<file path="config.mk">
export PLATFORM = sky130hd
export DESIGN_NAME = sfc_cmd
export DESIGN_NICKNAME = d
export VERILOG_FILES = /design/src/rtl/sfc_cmd.v
export VERILOG_INCLUDE_DIRS = /design/src /design/src/rtl
export SDC_FILE = /design/constraint.sdc
export NUM_CORES = 1
export LEC_CHECK = 0
export ABC_CLOCK_PERIOD_IN_PS = 10800
export BUFFER_PORTS_ARGS = -buffer_cell sky130_fd_sc_hd__buf_4
export CORE_MARGIN = 4
export CORE_UTILIZATION = 55
export DETAILED_ROUTE_END_ITERATION = 16
export GPL_TIMING_DRIVEN = 0
export PLACE_DENSITY = 0.78
export SYNTH_ARGS = -nofsm -noshare
export SYNTH_HDL_FRONTEND = slang
export SYNTH_SLANG_ARGS = --single-unit
export TNS_END_PERCENT = 20
</file>
<file path="constraint.sdc">
create_clock -name clock_in -period 10.8 [get_ports clock_in]
set_input_delay 1.08 -clock clock_in [delete_from_list [all_inputs] [get_ports clock_in]]
set_output_delay 1.08 -clock clock_in [all_outputs]
set_load 0.1 [all_outputs]
</file>
<file path="src/rtl/sfc_defines.vh">
`ifndef SFC_DEFINES_VH
`define SFC_DEFINES_VH

// ----------------------------------------------------------------
// command opcodes
// ----------------------------------------------------------------
`define SFC_OP_WRITE_ENABLE     8'h06
`define SFC_OP_WRITE_DISABLE    8'h04
`define SFC_OP_STATUS_READ      8'h05
`define SFC_OP_STATUS_ARM       8'h50
`define SFC_OP_STATUS_WRITE     8'h01
`define SFC_OP_SECTOR_ERASE     8'h20
`define SFC_OP_BLOCK32_ERASE    8'h52
`define SFC_OP_BLOCK64_ERASE    8'hD8
`define SFC_OP_CHIP_ERASE_A     8'h60
`define SFC_OP_CHIP_ERASE_B     8'hC7
`define SFC_OP_JEDEC_ID         8'h9F
`define SFC_OP_LEGACY_ID_A      8'h90
`define SFC_OP_LEGACY_ID_B      8'hAB

// ----------------------------------------------------------------
// frame lengths in serial clock edges
// ----------------------------------------------------------------
`define SFC_LEN_OPCODE          6'd8
`define SFC_LEN_STATUS_WRITE    6'd16
`define SFC_LEN_ADDRESS         6'd32
`define SFC_LEN_WRAP_TOP        6'd47
`define SFC_LEN_WRAP_BACK       6'd32

// ----------------------------------------------------------------
// status byte field positions
// ----------------------------------------------------------------
`define SFC_ST_BUSY             0
`define SFC_ST_WRITE_LATCH      1
`define SFC_ST_LEVEL_LO         2
`define SFC_ST_AUTO_INC         6
`define SFC_ST_LOCK             7

// ----------------------------------------------------------------
// erase kinds and region size exponents (bytes = 1 << n)
// ----------------------------------------------------------------
`define SFC_KIND_SECTOR         2'h0
`define SFC_KIND_BLOCK32        2'h1
`define SFC_KIND_BLOCK64        2'h2
`define SFC_KIND_CHIP           2'h3
`define SFC_SECTOR_SHIFT        5'd12
`define SFC_BLOCK32_SHIFT       5'd15
`define SFC_BLOCK64_SHIFT       5'd16

// ----------------------------------------------------------------
// timing: clock rate and self-timed erase durations
// ----------------------------------------------------------------
`define SFC_CLK_KHZ             40000
`define SFC_SECTOR_ERASE_TIME_US 25000
`define SFC_BLOCK_ERASE_TIME_US  25000
`define SFC_CHIP_ERASE_TIME_US   50000
`define SFC_US_TO_CYCLES(t)     (((t) * `SFC_CLK_KHZ) / 1000)

// ----------------------------------------------------------------
// identification bytes (values arbitrary)
// ----------------------------------------------------------------
`define SFC_ID_MAKER            8'h5A
`define SFC_ID_TYPE             8'h3C
`define SFC_ID_CAPACITY         8'h17

`endif

</file>
<file path="src/rtl/sfc_cmd.v">
`timescale 1ns/1ps
`default_nettype none
`include "sfc_defines.vh"

// Function
// sector erase clears addressed 4K sector
// host sends 20H then 24-bit address
// protected sector or block erase is dropped
// 52H erases 32K block above bit 15
// D8H erases 64K block above bit 16
// 60H or C7H erases whole array
// chip erase ignored if anything protected
// program or erase needs write latch set
// host keeps select low through command
// commands execute on select rising edge
// busy bit held during self-timed erase
// status readable anytime, repeats until deselect
// write enable sets write latch
// status write clears used write latch
// write disable clears latch and auto-increment
// write disable leaves running operation alone
// arm command must directly precede status write; code also accepts a set write latch instead
// status write changes level and lock bits
// status write ignored when locked, pin low
// pin low: lock bit only rises
// pin high: all protect bits writable
// 9FH returns maker, type, capacity bytes
// 90H/ABH with address returns ident bytes
// ident bytes alternate until deselect
// write disable 04H, status read 05H
// write enable 06H, arm 50H, write 01H
module sfc_cmd #(
    parameter ARRAY_AW       = 24,
    parameter CNT_W          = 32,
    parameter SECTOR_CYCLES  = `SFC_US_TO_CYCLES(`SFC_SECTOR_ERASE_TIME_US),
    parameter BLOCK_CYCLES   = `SFC_US_TO_CYCLES(`SFC_BLOCK_ERASE_TIME_US),
    parameter CHIP_CYCLES    = `SFC_US_TO_CYCLES(`SFC_CHIP_ERASE_TIME_US)
) (
    input  wire                clock_in,
    input  wire                sys_rst_in,
    input  wire                cs_n_in,
    input  wire                sck_in,
    input  wire                si_in,
    input  wire                wp_n_in,
    input  wire                auto_inc_set_in,
    output reg                 so_out,
    output reg                 so_oe_n_out,
    output reg                 erase_req_out,
    output reg  [1:0]          erase_kind_out,
    output reg  [23:0]         erase_base_out,
    output reg                 erase_done_out,
    output wire [7:0]          status_out
);

    // ------------------------------------------------------------
    // pin synchronisers; stage one feeds stage two only
    // ------------------------------------------------------------
    reg [2:0] cs_sync_q;
    reg [2:0] sck_sync_q;
    reg [1:0] si_sync_q;
    reg [1:0] wp_sync_q;

    always @(posedge clock_in or posedge sys_rst_in) begin
        if (sys_rst_in) begin
            cs_sync_q  <= 3'h7;
            sck_sync_q <= 3'h0;
            si_sync_q  <= 2'h0;
            wp_sync_q  <= 2'h3;
        end else begin
            cs_sync_q  <= {cs_sync_q[1:0], cs_n_in};
            sck_sync_q <= {sck_sync_q[1:0], sck_in};
            si_sync_q  <= {si_sync_q[0], si_in};
            wp_sync_q  <= {wp_sync_q[0], wp_n_in};
        end
    end

    wire cs_low  = ~cs_sync_q[1];
    wire cs_rise = cs_sync_q[1] & ~cs_sync_q[2];
    wire sck_up  = sck_sync_q[1] & ~sck_sync_q[2] & cs_low;
    wire sck_dn  = ~sck_sync_q[1] & sck_sync_q[2] & cs_low;
    wire si_bit  = si_sync_q[1];
    wire wp_high = wp_sync_q[1];

    // ------------------------------------------------------------
    // protection check
    // ------------------------------------------------------------
    // level n guards the top (64K << (n-1)) bytes, capped at the array
    function prot_hit;
        input [23:0] base;
        input [4:0]  span_shift;
        input [3:0]  level;
        reg   [31:0] limit;
        reg   [31:0] guard;
        reg   [31:0] top;
        begin
            top   = 32'h0000_0001 << ARRAY_AW;
            guard = 32'h0000_0001 << (`SFC_BLOCK64_SHIFT + level - 1);
            if (guard > top)
                guard = top;
            limit = top - guard;
            prot_hit = (level != 4'h0) &&
                       (({8'h00, base} + (32'h0000_0001 << span_shift))
                        > limit);
        end
    endfunction

    // ------------------------------------------------------------
    // frame shifter
    // ------------------------------------------------------------
    reg [5:0]  bcnt_q;
    reg [23:0] sh_q;
    reg [7:0]  op_q;
    reg [23:0] addr_q;
    reg [7:0]  wdata_q;
    // overlong frames wrap the counter; never let them execute
    reg        wrap_q;

    always @(posedge clock_in or posedge sys_rst_in) begin
        if (sys_rst_in) begin
            bcnt_q  <= 6'h00;
            sh_q    <= 24'h00_0000;
            op_q    <= 8'h00;
            addr_q  <= 24'h00_0000;
            wdata_q <= 8'h00;
            wrap_q  <= 1'b0;
        end else if (!cs_low) begin
            bcnt_q <= 6'h00;
            wrap_q <= 1'b0;
        end else if (sck_up) begin
            sh_q <= {sh_q[22:0], si_bit};
            if (bcnt_q == `SFC_LEN_WRAP_TOP) begin
                bcnt_q <= `SFC_LEN_WRAP_BACK;
                wrap_q <= 1'b1;
            end else
                bcnt_q <= bcnt_q + 6'd1;
            if (bcnt_q == `SFC_LEN_OPCODE - 6'd1)
                op_q <= {sh_q[6:0], si_bit};
            if (bcnt_q == `SFC_LEN_STATUS_WRITE - 6'd1)
                wdata_q <= {sh_q[6:0], si_bit};
            if (bcnt_q == `SFC_LEN_ADDRESS - 6'd1)
                addr_q <= {sh_q[22:0], si_bit};
        end
    end

    // ------------------------------------------------------------
    // status state and execution on deselect
    // ------------------------------------------------------------
    reg             wel_q;
    reg             aai_q;
    reg             arm_q;
    reg             lock_q;
    reg [3:0]       level_q;
    reg             busy_q;
    reg [CNT_W-1:0] busy_cnt_q;

    wire is_sector = (op_q == `SFC_OP_SECTOR_ERASE);
    wire is_b32    = (op_q == `SFC_OP_BLOCK32_ERASE);
    wire is_b64    = (op_q == `SFC_OP_BLOCK64_ERASE);
    wire is_chip   = (op_q == `SFC_OP_CHIP_ERASE_A) ||
                     (op_q == `SFC_OP_CHIP_ERASE_B);
    wire len_op    = (bcnt_q == `SFC_LEN_OPCODE);
    wire len_wr    = (bcnt_q == `SFC_LEN_STATUS_WRITE);
    wire len_addr  = (bcnt_q == `SFC_LEN_ADDRESS);
    wire framed    = cs_rise && (bcnt_q != 6'h00) && !wrap_q;

    reg  [4:0]  span_shift;
    reg  [23:0] base_mask;
    always @* begin
        span_shift = `SFC_SECTOR_SHIFT;
        base_mask  = 24'hFF_F000;
        if (is_b32) begin
            span_shift = `SFC_BLOCK32_SHIFT;
            base_mask  = 24'hFF_8000;
        end else if (is_b64) begin
            span_shift = `SFC_BLOCK64_SHIFT;
            base_mask  = 24'hFF_0000;
        end
    end

    wire [23:0] erase_base = addr_q & base_mask;
    wire region_erase = framed && len_addr && (is_sector || is_b32 || is_b64);
    wire chip_erase   = framed && len_op && is_chip;
    // erases are refused while busy, without latch, or on protection
    wire erase_ok = wel_q && !busy_q;
    wire go_region = region_erase && erase_ok &&
                     !prot_hit(erase_base, span_shift, level_q);
    wire go_chip   = chip_erase && erase_ok &&
                     (level_q == 4'h0);

    wire do_write_enable_cmd = framed && len_op && (op_q == `SFC_OP_WRITE_ENABLE);
    wire do_write_disable_cmd = framed && len_op &&
                   (op_q == `SFC_OP_WRITE_DISABLE);
    wire do_arm  = framed && len_op &&
                   (op_q == `SFC_OP_STATUS_ARM);
    wire do_status_write_cmd = framed && len_wr && !busy_q &&
                   (op_q == `SFC_OP_STATUS_WRITE);
    wire status_write_cmd_allowed = arm_q || wel_q;
    wire status_write_cmd_locked  = !wp_high && lock_q;
    wire status_write_cmd_go      = do_status_write_cmd && status_write_cmd_allowed && !status_write_cmd_locked;

    always @(posedge clock_in or posedge sys_rst_in) begin
        if (sys_rst_in) begin
            wel_q   <= 1'b0;
            aai_q   <= 1'b0;
            arm_q   <= 1'b0;
            lock_q  <= 1'b0;
            level_q <= 4'h0;
        end else begin
            // arming lasts for exactly one following command
            if (do_arm)
                arm_q <= 1'b1;
            else if (framed)
                arm_q <= 1'b0;
            if (do_write_enable_cmd && !busy_q)
                wel_q <= 1'b1;
            else if (do_write_disable_cmd)
                wel_q <= 1'b0;
            else if (go_region || go_chip)
                wel_q <= 1'b0;
            else if (status_write_cmd_go && !arm_q)
                wel_q <= 1'b0;
            if (auto_inc_set_in)
                aai_q <= 1'b1;
            else if (do_write_disable_cmd)
                aai_q <= 1'b0;
            if (status_write_cmd_go) begin
                level_q <= wdata_q[`SFC_ST_LEVEL_LO+3:`SFC_ST_LEVEL_LO];
                if (wp_high)
                    lock_q <= wdata_q[`SFC_ST_LOCK];
                else
                    lock_q <= lock_q | wdata_q[`SFC_ST_LOCK];
            end
        end
    end

    // ------------------------------------------------------------
    // self-timed erase sequencer
    // ------------------------------------------------------------
    // write disable never touches this counter, so work runs to the end
    reg [CNT_W-1:0] load_cycles;
    always @* begin
        load_cycles = BLOCK_CYCLES[CNT_W-1:0];
        if (go_chip)
            load_cycles = CHIP_CYCLES[CNT_W-1:0];
        else if (is_sector)
            load_cycles = SECTOR_CYCLES[CNT_W-1:0];
    end

    always @(posedge clock_in or posedge sys_rst_in) begin
        if (sys_rst_in) begin
            busy_q         <= 1'b0;
            busy_cnt_q     <= {CNT_W{1'b0}};
            erase_req_out  <= 1'b0;
            erase_kind_out <= `SFC_KIND_SECTOR;
            erase_base_out <= 24'h00_0000;
            erase_done_out <= 1'b0;
        end else begin
            erase_req_out  <= 1'b0;
            erase_done_out <= 1'b0;
            if (go_region || go_chip) begin
                busy_q        <= 1'b1;
                busy_cnt_q    <= load_cycles;
                erase_req_out <= 1'b1;
                if (go_chip) begin
                    erase_kind_out <= `SFC_KIND_CHIP;
                    erase_base_out <= 24'h00_0000;
                end else begin
                    erase_base_out <= erase_base;
                    if (is_sector)
                        erase_kind_out <= `SFC_KIND_SECTOR;
                    else if (is_b32)
                        erase_kind_out <= `SFC_KIND_BLOCK32;
                    else
                        erase_kind_out <= `SFC_KIND_BLOCK64;
                end
            end else if (busy_q) begin
                if (busy_cnt_q <= {{(CNT_W-1){1'b0}}, 1'b1}) begin
                    busy_q         <= 1'b0;
                    erase_done_out <= 1'b1;
                end
                busy_cnt_q <= busy_cnt_q - {{(CNT_W-1){1'b0}}, 1'b1};
            end
        end
    end

    // ------------------------------------------------------------
    // status byte and read-back stream
    // ------------------------------------------------------------
    wire [7:0] status_byte = {lock_q, aai_q, level_q, wel_q, busy_q};
    assign status_out = status_byte;

    wire is_stat  = (op_q == `SFC_OP_STATUS_READ);
    wire is_jedec = (op_q == `SFC_OP_JEDEC_ID);
    wire is_lgcy  = (op_q == `SFC_OP_LEGACY_ID_A) ||
                    (op_q == `SFC_OP_LEGACY_ID_B);

    // byte chosen for the bit about to be shifted
    reg [7:0] tx_byte;
    reg       tx_en;
    always @* begin
        tx_byte = 8'h00;
        tx_en   = 1'b0;
        if (bcnt_q >= `SFC_LEN_OPCODE) begin
            if (is_stat) begin
                tx_en   = 1'b1;
                tx_byte = status_byte;
            end else if (is_jedec) begin
                tx_en = 1'b1;
                case (bcnt_q[5:3])
                    3'd1:    tx_byte = `SFC_ID_MAKER;
                    3'd2:    tx_byte = `SFC_ID_TYPE;
                    3'd3:    tx_byte = `SFC_ID_CAPACITY;
                    default: tx_byte = 8'h00;
                endcase
            end else if (is_lgcy && bcnt_q >= `SFC_LEN_ADDRESS) begin
                tx_en = 1'b1;
                // address bit 0 picks the start byte; byte index parity flips it
                if (addr_q[0] ^ bcnt_q[3])
                    tx_byte = `SFC_ID_CAPACITY;
                else
                    tx_byte = `SFC_ID_MAKER;
            end
        end
    end

    always @(posedge clock_in or posedge sys_rst_in) begin
        if (sys_rst_in) begin
            so_out      <= 1'b0;
            so_oe_n_out <= 1'b1;
        end else if (!cs_low) begin
            so_out      <= 1'b0;
            so_oe_n_out <= 1'b1;
        end else if (sck_dn && tx_en) begin
            so_out      <= tx_byte[3'd7 - bcnt_q[2:0]];
            so_oe_n_out <= 1'b0;
        end
    end

endmodule

`default_nettype wire

</file>
==> results of run 1 <==
## metrics by stage
stage	utilization (%)	std cells	worst slack (ns)
detailed placement	61.97	918	5.491
floorplan	-	717	6.264
finish	67.26	950	5.387
global placement	61.70	917	5.171
CTS	67.26	950	5.425
global route	67.26	950	5.121
## logic make-up after synthesis
family | Yosys count | synth area share (%)
other | 2 | 0.1079
DFF | 125 | 45.05
adders and majority gates | 34 | 6.112
buffers and inverters | 71 | 5.231
AOI/OAI and AO/OA | 85 | 8.287
and+or+nand+nor | 256 | 19.07
xor gates and xnor gates | 42 | 5.285
muxes | 69 | 10.86
## placed cells by master (no fill, tap or decap), types with 6 or more instances in the layout
| cell | n |
|---|---|
| o21ai_0 | 21 |
| conb_1 | 35 |
| mux2_2 | 52 |
| a21o_1 | 6 |
| dfstp_2 | 6 |
| a21oi_1 | 17 |
| inv_1 | 21 |
| buf_2 | 6 |
| nor4_1 | 13 |
| mux2i_1 | 17 |
| clkbuf_16 | 17 |
| nor3_1 | 20 |
| xnor2_1 | 22 |
| or3_1 | 9 |
| buf_4 | 50 |
| ha_1 | 34 |
| nand4_1 | 11 |
| dfrtp_1 | 119 |
| nor2_1 | 63 |
| clkbuf_1 | 23 |
| nand2_1 | 63 |
| xor2_1 | 20 |
| nand3_1 | 21 |
| nand2b_1 | 10 |
| or4_1 | 6 |
## where the power goes
group          total [mW]  switching [mW]  internal, mW
combinational      0.0697          0.0449        0.0247
clock               0.622           0.213         0.410
sequential          0.501          0.0154         0.486
## sequential cells by signal (all words and copies together), names as in the netlist, 2 cells and up
name / cells
sh_q: 23
busy_cnt_q: 32
wdata_q: 5
erase_kind_out: 2
cs_sync_q: 3
sck_sync_q: 3
level_q: 4
op_q: 8
wp_sync_q: 2
erase_base_out: 12
si_sync_q: 2
addr_q: 13
bcnt_q: 6
## critical path, stage by stage (launching register included)
cell and delay, ns:
dfrtp_1 0.38, clkbuf_1 0.23, or3b_1 0.40, a2111o_1 0.42
buf_2 0.18, nand2_1 0.09, inv_1 0.05, ha_1 0.24
ha_1 0.22, a31oi_1 0.31, o211ai_1 0.18, a21o_1 0.23
a41o_1 0.26, ha_1 0.28, nand4_1 0.12, or4_1 0.56
o21ai_0 0.46, o22a_1 0.33, buf_2 0.26, nor2_1 0.08
## per-layer routing
metal	wire length [um]	vias up
met1	6793	2609
li1	-	2546
met5	0	-
met4	325	0
met3	746	29
met2	7804	164
## how the worst max path moves through the flow
stage / slack [ns] / endpoint / from
final: 5.39 / busy_cnt_q[5]$_DFFE_PP0P_ / op_q[3]$_DFFE_PP0P_
after CTS: 5.43 / busy_cnt_q[5]$_DFFE_PP0P_ / op_q[3]$_DFFE_PP0P_
after detailed placement: 5.49 / busy_cnt_q[11]$_DFFE_PP0P_ / op_q[3]$_DFFE_PP0P_
after floorplan: 6.26 / erase_base_out[12]$_DFFE_PP0N_ / op_q[7]$_DFFE_PP0P_
after global placement: 5.17 / erase_base_out[20]$_DFFE_PP0N_ / sys_rst_in
after global routing: 5.12 / busy_cnt_q[8]$_DFFE_PP0P_ / op_q[3]$_DFFE_PP0P_
## area by class of cell
type / count / area [um^2]
tap: 168 / 210.2
multi-input combinational: 521 / 3585
timing repair buffer: 33 / 267.8
clock buffer: 18 / 429.2
fill: 978 / 3998
buffer: 49 / 281.5
inverter: 22 / 87.58
clock inverter: 14 / 217.7
sequential: 125 / 3136
==> metrics, run 1 <==
Worst Skew=0.01082 ns; CP arrival=roughly 5.7 ns; # DRC=0; Root Buffer=clkbuf_16; DR WL/cell=16.49 um; Area Growth Syn to Fin=18.01%; TritonCTS Sinks=between 100 and 150; Core Region=12,210 um^2; largest net degree at the start of global routing=72; Tot Pwr=~1.2 mW; Synth async-reset ratio=100.0%; Synth Flop Type=dfrtp_1; nets=810; vias in the first global route=about 5,500; TritonRoute pass-1 iters=5; GR peak layer=met2; Yosys top cell area share=42.78%; Hold Path Stages=0; worst r2r path cells=19; Min-Delay Path Class=reg2reg; H-tree lvl count=4; Static Leak=3.688 nW; met3 Usage GRT=5.706%; final hold vios=0; met1 Track Usage GR=~29%; DRT iter0 DRCs=416; Worst Setup Start Kind=register; warnings from Yosys=0; DIE AREA=~15,000 um^2; f_max=between 150 and 200 MHz; fin area=about 8200 um^2; status=finished clean; syn avg cell area=around 10 um^2; Post-CTS Hold Fix Bufs=0; endpoints failing setup=0; Synth cell types=68; peak supply drop=0.2070 mV; final hold slack=between 0.3 and 0.4 ns; layout cell share with drive strength beyond 1=between 20% and 30%; total routed wirelength=roughly 16,000 um; crit-path max FO=10; Inserted Diodes=0; # rows=40; Worst setup EP type=register; Setup TNS=0 ns; Area after DPL=approximately 7600 um^2; grt ovf=0; Skew-Pair Late Insertion Delay=0.42 ns; CTS buffer count=17; initial antenna violation count=0; Cell Area, Synth=around 7000 um^2; HPWL Detailed=~11,000 um; Slew Viols, Final=0; post-synthesis sequential area ratio=around 45%; EDFF count, synth=0; reg2reg end=busy_cnt_q[5]$_DFFE_PP0P_; starting density of the core=a little under three fifths; fin crit period=roughly 5.4 ns; Slew @ Worst Pin=between 1 and 1.5 ns; Hold Crit Start=sck_sync_q[0]$_DFF_PP0_; Die H=roughly 120 um; post-synth top area cell=dfrtp_1; Worst-path clk slew=0.06 ns; most instantiated library cell after synthesis=dfrtp_1; r2r setup slk=roughly 5.4 ns; CP Class=reg2reg; Post-synth top cells=dfrtp_1 (119), nand2_1 (63), nor2_1 (63); Power per Cell Area=between 100 and 150 nW/um^2; CP required=11.10 ns; post-synthesis cell count=just under 700; ranking of synthesized cells by area=dfrtp_1 (43%), mux2_2 (8.4%), ha_1 (6.1%), nand2_1 (3.4%), nor2_1 (3.4%); Max clock buf depth=2; via count=5,348; Buffers on Ports=32; vias per inst=about 5.6; Slew headroom=between 20% and 30%; grt met2 use=between 30% and 40%; max cap viols=0; post_cts resized=0; Top Ports=45; post-route ant nets=0; post-CTS setup buffers=0; crit share post-route=between 50% and 60%; RSZ-0062 raised after global routing=false; Total GRT Usage=about 23%; placer congestion estimate=0.9205; Min-Delay Endpoint=sck_sync_q[1]$_DFF_PP0_; R2R Path Start=op_q[3]$_DFFE_PP0P_; Synth Register Bits=between 100 and 150; CTS tree=yes; first-pass GRT wire length=between 20,000 and 30,000 um; Die Width=between 100 and 150 um
Power figures use the tool's default switching activity.
==> inputs of run 2 (changes only) <==
--- a/config.mk
+++ b/config.mk
@@ -6,13 +6,13 @@
 export SDC_FILE = /design/constraint.sdc
 export NUM_CORES = 1
 export LEC_CHECK = 0
-export ABC_CLOCK_PERIOD_IN_PS = 10800
+export ABC_CLOCK_PERIOD_IN_PS = 4700
 export BUFFER_PORTS_ARGS = -buffer_cell sky130_fd_sc_hd__buf_4
 export CORE_MARGIN = 4
 export CORE_UTILIZATION = 55
 export DETAILED_ROUTE_END_ITERATION = 16
 export GPL_TIMING_DRIVEN = 0
-export PLACE_DENSITY = 0.78
+export PLACE_DENSITY = 0.81
 export SYNTH_ARGS = -nofsm -noshare
 export SYNTH_HDL_FRONTEND = slang
 export SYNTH_SLANG_ARGS = --single-unit
==> constraint.sdc (replaced) <==
create_clock -name clock_in -period 4.7 [get_ports clock_in]
set_input_delay 0.47 -clock clock_in [delete_from_list [all_inputs] [get_ports clock_in]]
set_output_delay 0.47 -clock clock_in [all_outputs]
set_load 0.1 [all_outputs]
==> run 2 against run 1 <==
Net effect: first-iteration DRC count grew 60%; sequential power up 130%; global-route usage is 0.89 points higher; total power up 120%; largest power group unchanged; wire length is 9.2% higher; sequential cell count unchanged; worst hold slack lost 0.23 ns; register-to-register slack got worse by 5.3 ns; clock power up 110%; combinational power increased by 130%.
==> metrics, run 2 (synthesis gave the netlist of run 1 again) <==
DR WL/cell=17.69 um (was 16.49 um); CTS tree=yes (unchanged); DP Worst Slack=-0.5644 ns (was 5.491 ns); Worst Skew=0.01533 ns (was 0.01082 ns); Max clock buf depth=2 (unchanged); DRT iter0 DRCs=665 (was 416); Largest Register=busy_cnt_q (unchanged); Worst setup EP type=register (unchanged); Top Ports=45 (unchanged); initial antenna violation count=0 (unchanged); DIE AREA=14,520 um^2 (unchanged); Root Buffer=clkbuf_16 (unchanged); worst r2r path cells=20 (was 19); Worst Setup Start Kind=register (unchanged); Power per Cell Area=306.4 nW/um^2 (was 145.3 nW/um^2); largest net degree at the start of global routing=70 (was 72); R2R Path Start=op_q[2]$_DFFE_PP0P_ (was op_q[3]$_DFFE_PP0P_); commonest non-fill, non-tap cell in the layout=dfrtp_1 (unchanged); post-route ant nets=0 (unchanged); # DRC=0 (unchanged); Area Growth Syn to Fin=21.48% (was 18.01%); grt ovf=0 (unchanged); CP Launch Point=op_q[2]$_DFFE_PP0P_ (was op_q[3]$_DFFE_PP0P_); r2r setup slk=0.09 ns (was 5.39 ns); Buffers on Ports=32 (unchanged); peak supply drop=0.2969 mV (was 0.2070 mV); Core Region=12,210 um^2 (unchanged); CP Class=reg2reg (unchanged); nets=827 (was 810); total routed wirelength=17,110 um (was 15,670 um); max cap viols=0 (unchanged); met1 Track Usage GR=30.12% (was 28.91%); Die H=120.5 um (unchanged); fin crit period=4.612 ns (was 5.413 ns); Slew @ Worst Pin=1.135 ns (was 1.109 ns); Slew headroom=23.66% (was 25.40%); met3 Usage GRT=5.051% (was 5.706%); Skew-Pair Late Insertion Delay=0.42 ns (about the same); Area after DPL=7567 um^2 (unchanged); status=finished clean (unchanged); GR peak layer=met2 (unchanged); max reg flops=32 (unchanged); vias in the first global route=5,551 (was 5,489); f_max=216.8 MHz (was 184.7 MHz); grt met2 use=39.82% (was 38.81%); Min-Delay Path Class=in2async (was reg2reg); first-pass GRT wire length=27,550 um (was 26,660 um); Static Leak=3.800 nW (was 3.688 nW); fin area=8456 um^2 (was 8214 um^2); Inserted Diodes=0 (unchanged); Worst Setup Slack, final=0.08843 ns (was 5.387 ns); Total GRT Usage=23.91% (was 23.02%); reg2reg end=erase_base_out[23]$_DFFE_PP0N_ (was busy_cnt_q[5]$_DFFE_PP0P_); crit share post-route=98.12% (was 50.12%); CP required=5.03 ns (was 11.10 ns); placer congestion estimate=0.9141 (was 0.9205); via count=5,618 (was 5,348); Die Width=120.5 um (unchanged); commonest cells after routing, fill and taps aside=dfrtp_1 (117), nor2_1 (63), nand2_1 (62), buf_4 (62), mux2_2 (52) (was dfrtp_1 (119), nor2_1 (63), nand2_1 (63)); Top Registers=busy_cnt_q (32), sh_q (23), addr_q (13) (unchanged); # rows=40 (unchanged); TritonCTS Sinks=125 (unchanged); vias per inst=5.810 (was 5.629); final hold vios=0 (unchanged); Post-CTS Hold Fix Bufs=0 (unchanged); crit-path max FO=9 (was 10); HPWL Detailed=11,340 um (was 11,230 um); H-tree lvl count=4 (unchanged); starting density of the core=57.00% (unchanged); CTS buffer count=17 (unchanged); TritonRoute pass-1 iters=5 (unchanged); Slew Viols, Final=0 (unchanged); CP arrival=4.94 ns (was 5.71 ns); endpoints failing setup=0 (unchanged); layout cell share with drive strength beyond 1=25.66% (was 22.38%); Worst-path clk slew=0.05 ns (was 0.06 ns)
-- run 2: cell count changes in the layout (fill, tap and decap cells not counted), moves of 3 or more --
cell | previous run | this run
bufinv_16 | 5 | 2
buf_4 | 50 | 62
buf_6 | 3 | 6
clkinv_4 | 3 | 0
-- run 2: timing repair --
action | CTS | global route
buffers inserted | 8 | 9
endpoints found under the setup margin | 49 | 47
pin swaps | 6 | 13
resized for setup | 20 | 11
cloned | 0 | 2
-- run 2: worst max path at each step --
stage	cells after the start	slack [ns]	endpoint
global route	20	-0.05	erase_base_out[23]$_DFFE_PP0N_
global placement	19	-0.44	busy_cnt_q[13]$_DFFE_PP0P_
CTS	21	0.03	busy_cnt_q[7]$_DFFE_PP0P_
detailed placement	19	-0.56	busy_cnt_q[11]$_DFFE_PP0P_
floorplan	21	0.16	erase_base_out[12]$_DFFE_PP0N_
finish	20	0.09	erase_base_out[23]$_DFFE_PP0N_
-- run 2: metrics by stage --
| step | power, mW | instances | utilization, % | setup TNS, ns | hold WS, ns |
|---|---|---|---|---|---|
| 2_1_floorplan | 1.287 | 717 | - | 0 | 0.3312 |
| 3_3_place_gp | 1.311 | 917 | 61.70 | -51.18 | 0.3344 |
| 3_5_place_dp | 1.323 | 918 | 61.97 | -23.80 | 0.3355 |
| 4_1_cts | 2.596 | 956 | 67.85 | 0 | 0.1136 |
| 5_1_grt | 2.683 | 967 | 69.24 | -0.4577 | 0.1343 |
| 6_report | 2.591 | 967 | 69.24 | 0 | 0.1039 |
-- run 2: area by class of cell --
| cell class | count | area [um^2] |
|---|---|---|
| repair buffers | 52 | 466.7 |
| multi-input cells | 521 | 3669 |
| plain buffers | 47 | 306.5 |
| clock inverters | 11 | 117.6 |
| inverters | 22 | 87.58 |
| clock buffers | 21 | 460.4 |
| fillers | 899 | 3756 |
| flip-flops and latches | 125 | 3138 |
| well taps | 168 | 210.2 |
-- run 2: where the power goes --
part	total [mW]	internal (mW)	switching, mW
combinational	0.163	0.0580	0.105
sequential	1.15	1.12	0.0356
clock	1.28	0.803	0.473
total	2.59	1.98	0.613
-- run 2: per-layer routing --
layer  part of all wire, %  wire length, um  up-vias
met5                     0                0        -
met4                   2.5              423        0
met3                   5.7              972       40
met2                    51             8763      216
met1                    41             6948     2776
li1                      -                -     2586
-- run 2: worst max-delay path, stage by stage, from the launching register on --
cell and delay (ns):
dfrtp_1 0.50, nand3b_1 0.28, a2111o_1 0.43, buf_6 0.15, nand2_4 0.07, inv_2 0.04
ha_4 0.17, ha_4 0.17, a31oi_4 0.17, o211ai_1 0.16, a21o_1 0.23, a41o_1 0.20
ha_1 0.28, nand4_1 0.11, or4_4 0.57, a21oi_4 0.15, a211oi_4 0.08, o21ai_2 0.18
buf_6 0.19, clkbuf_16 0.17, mux2i_1 0.20
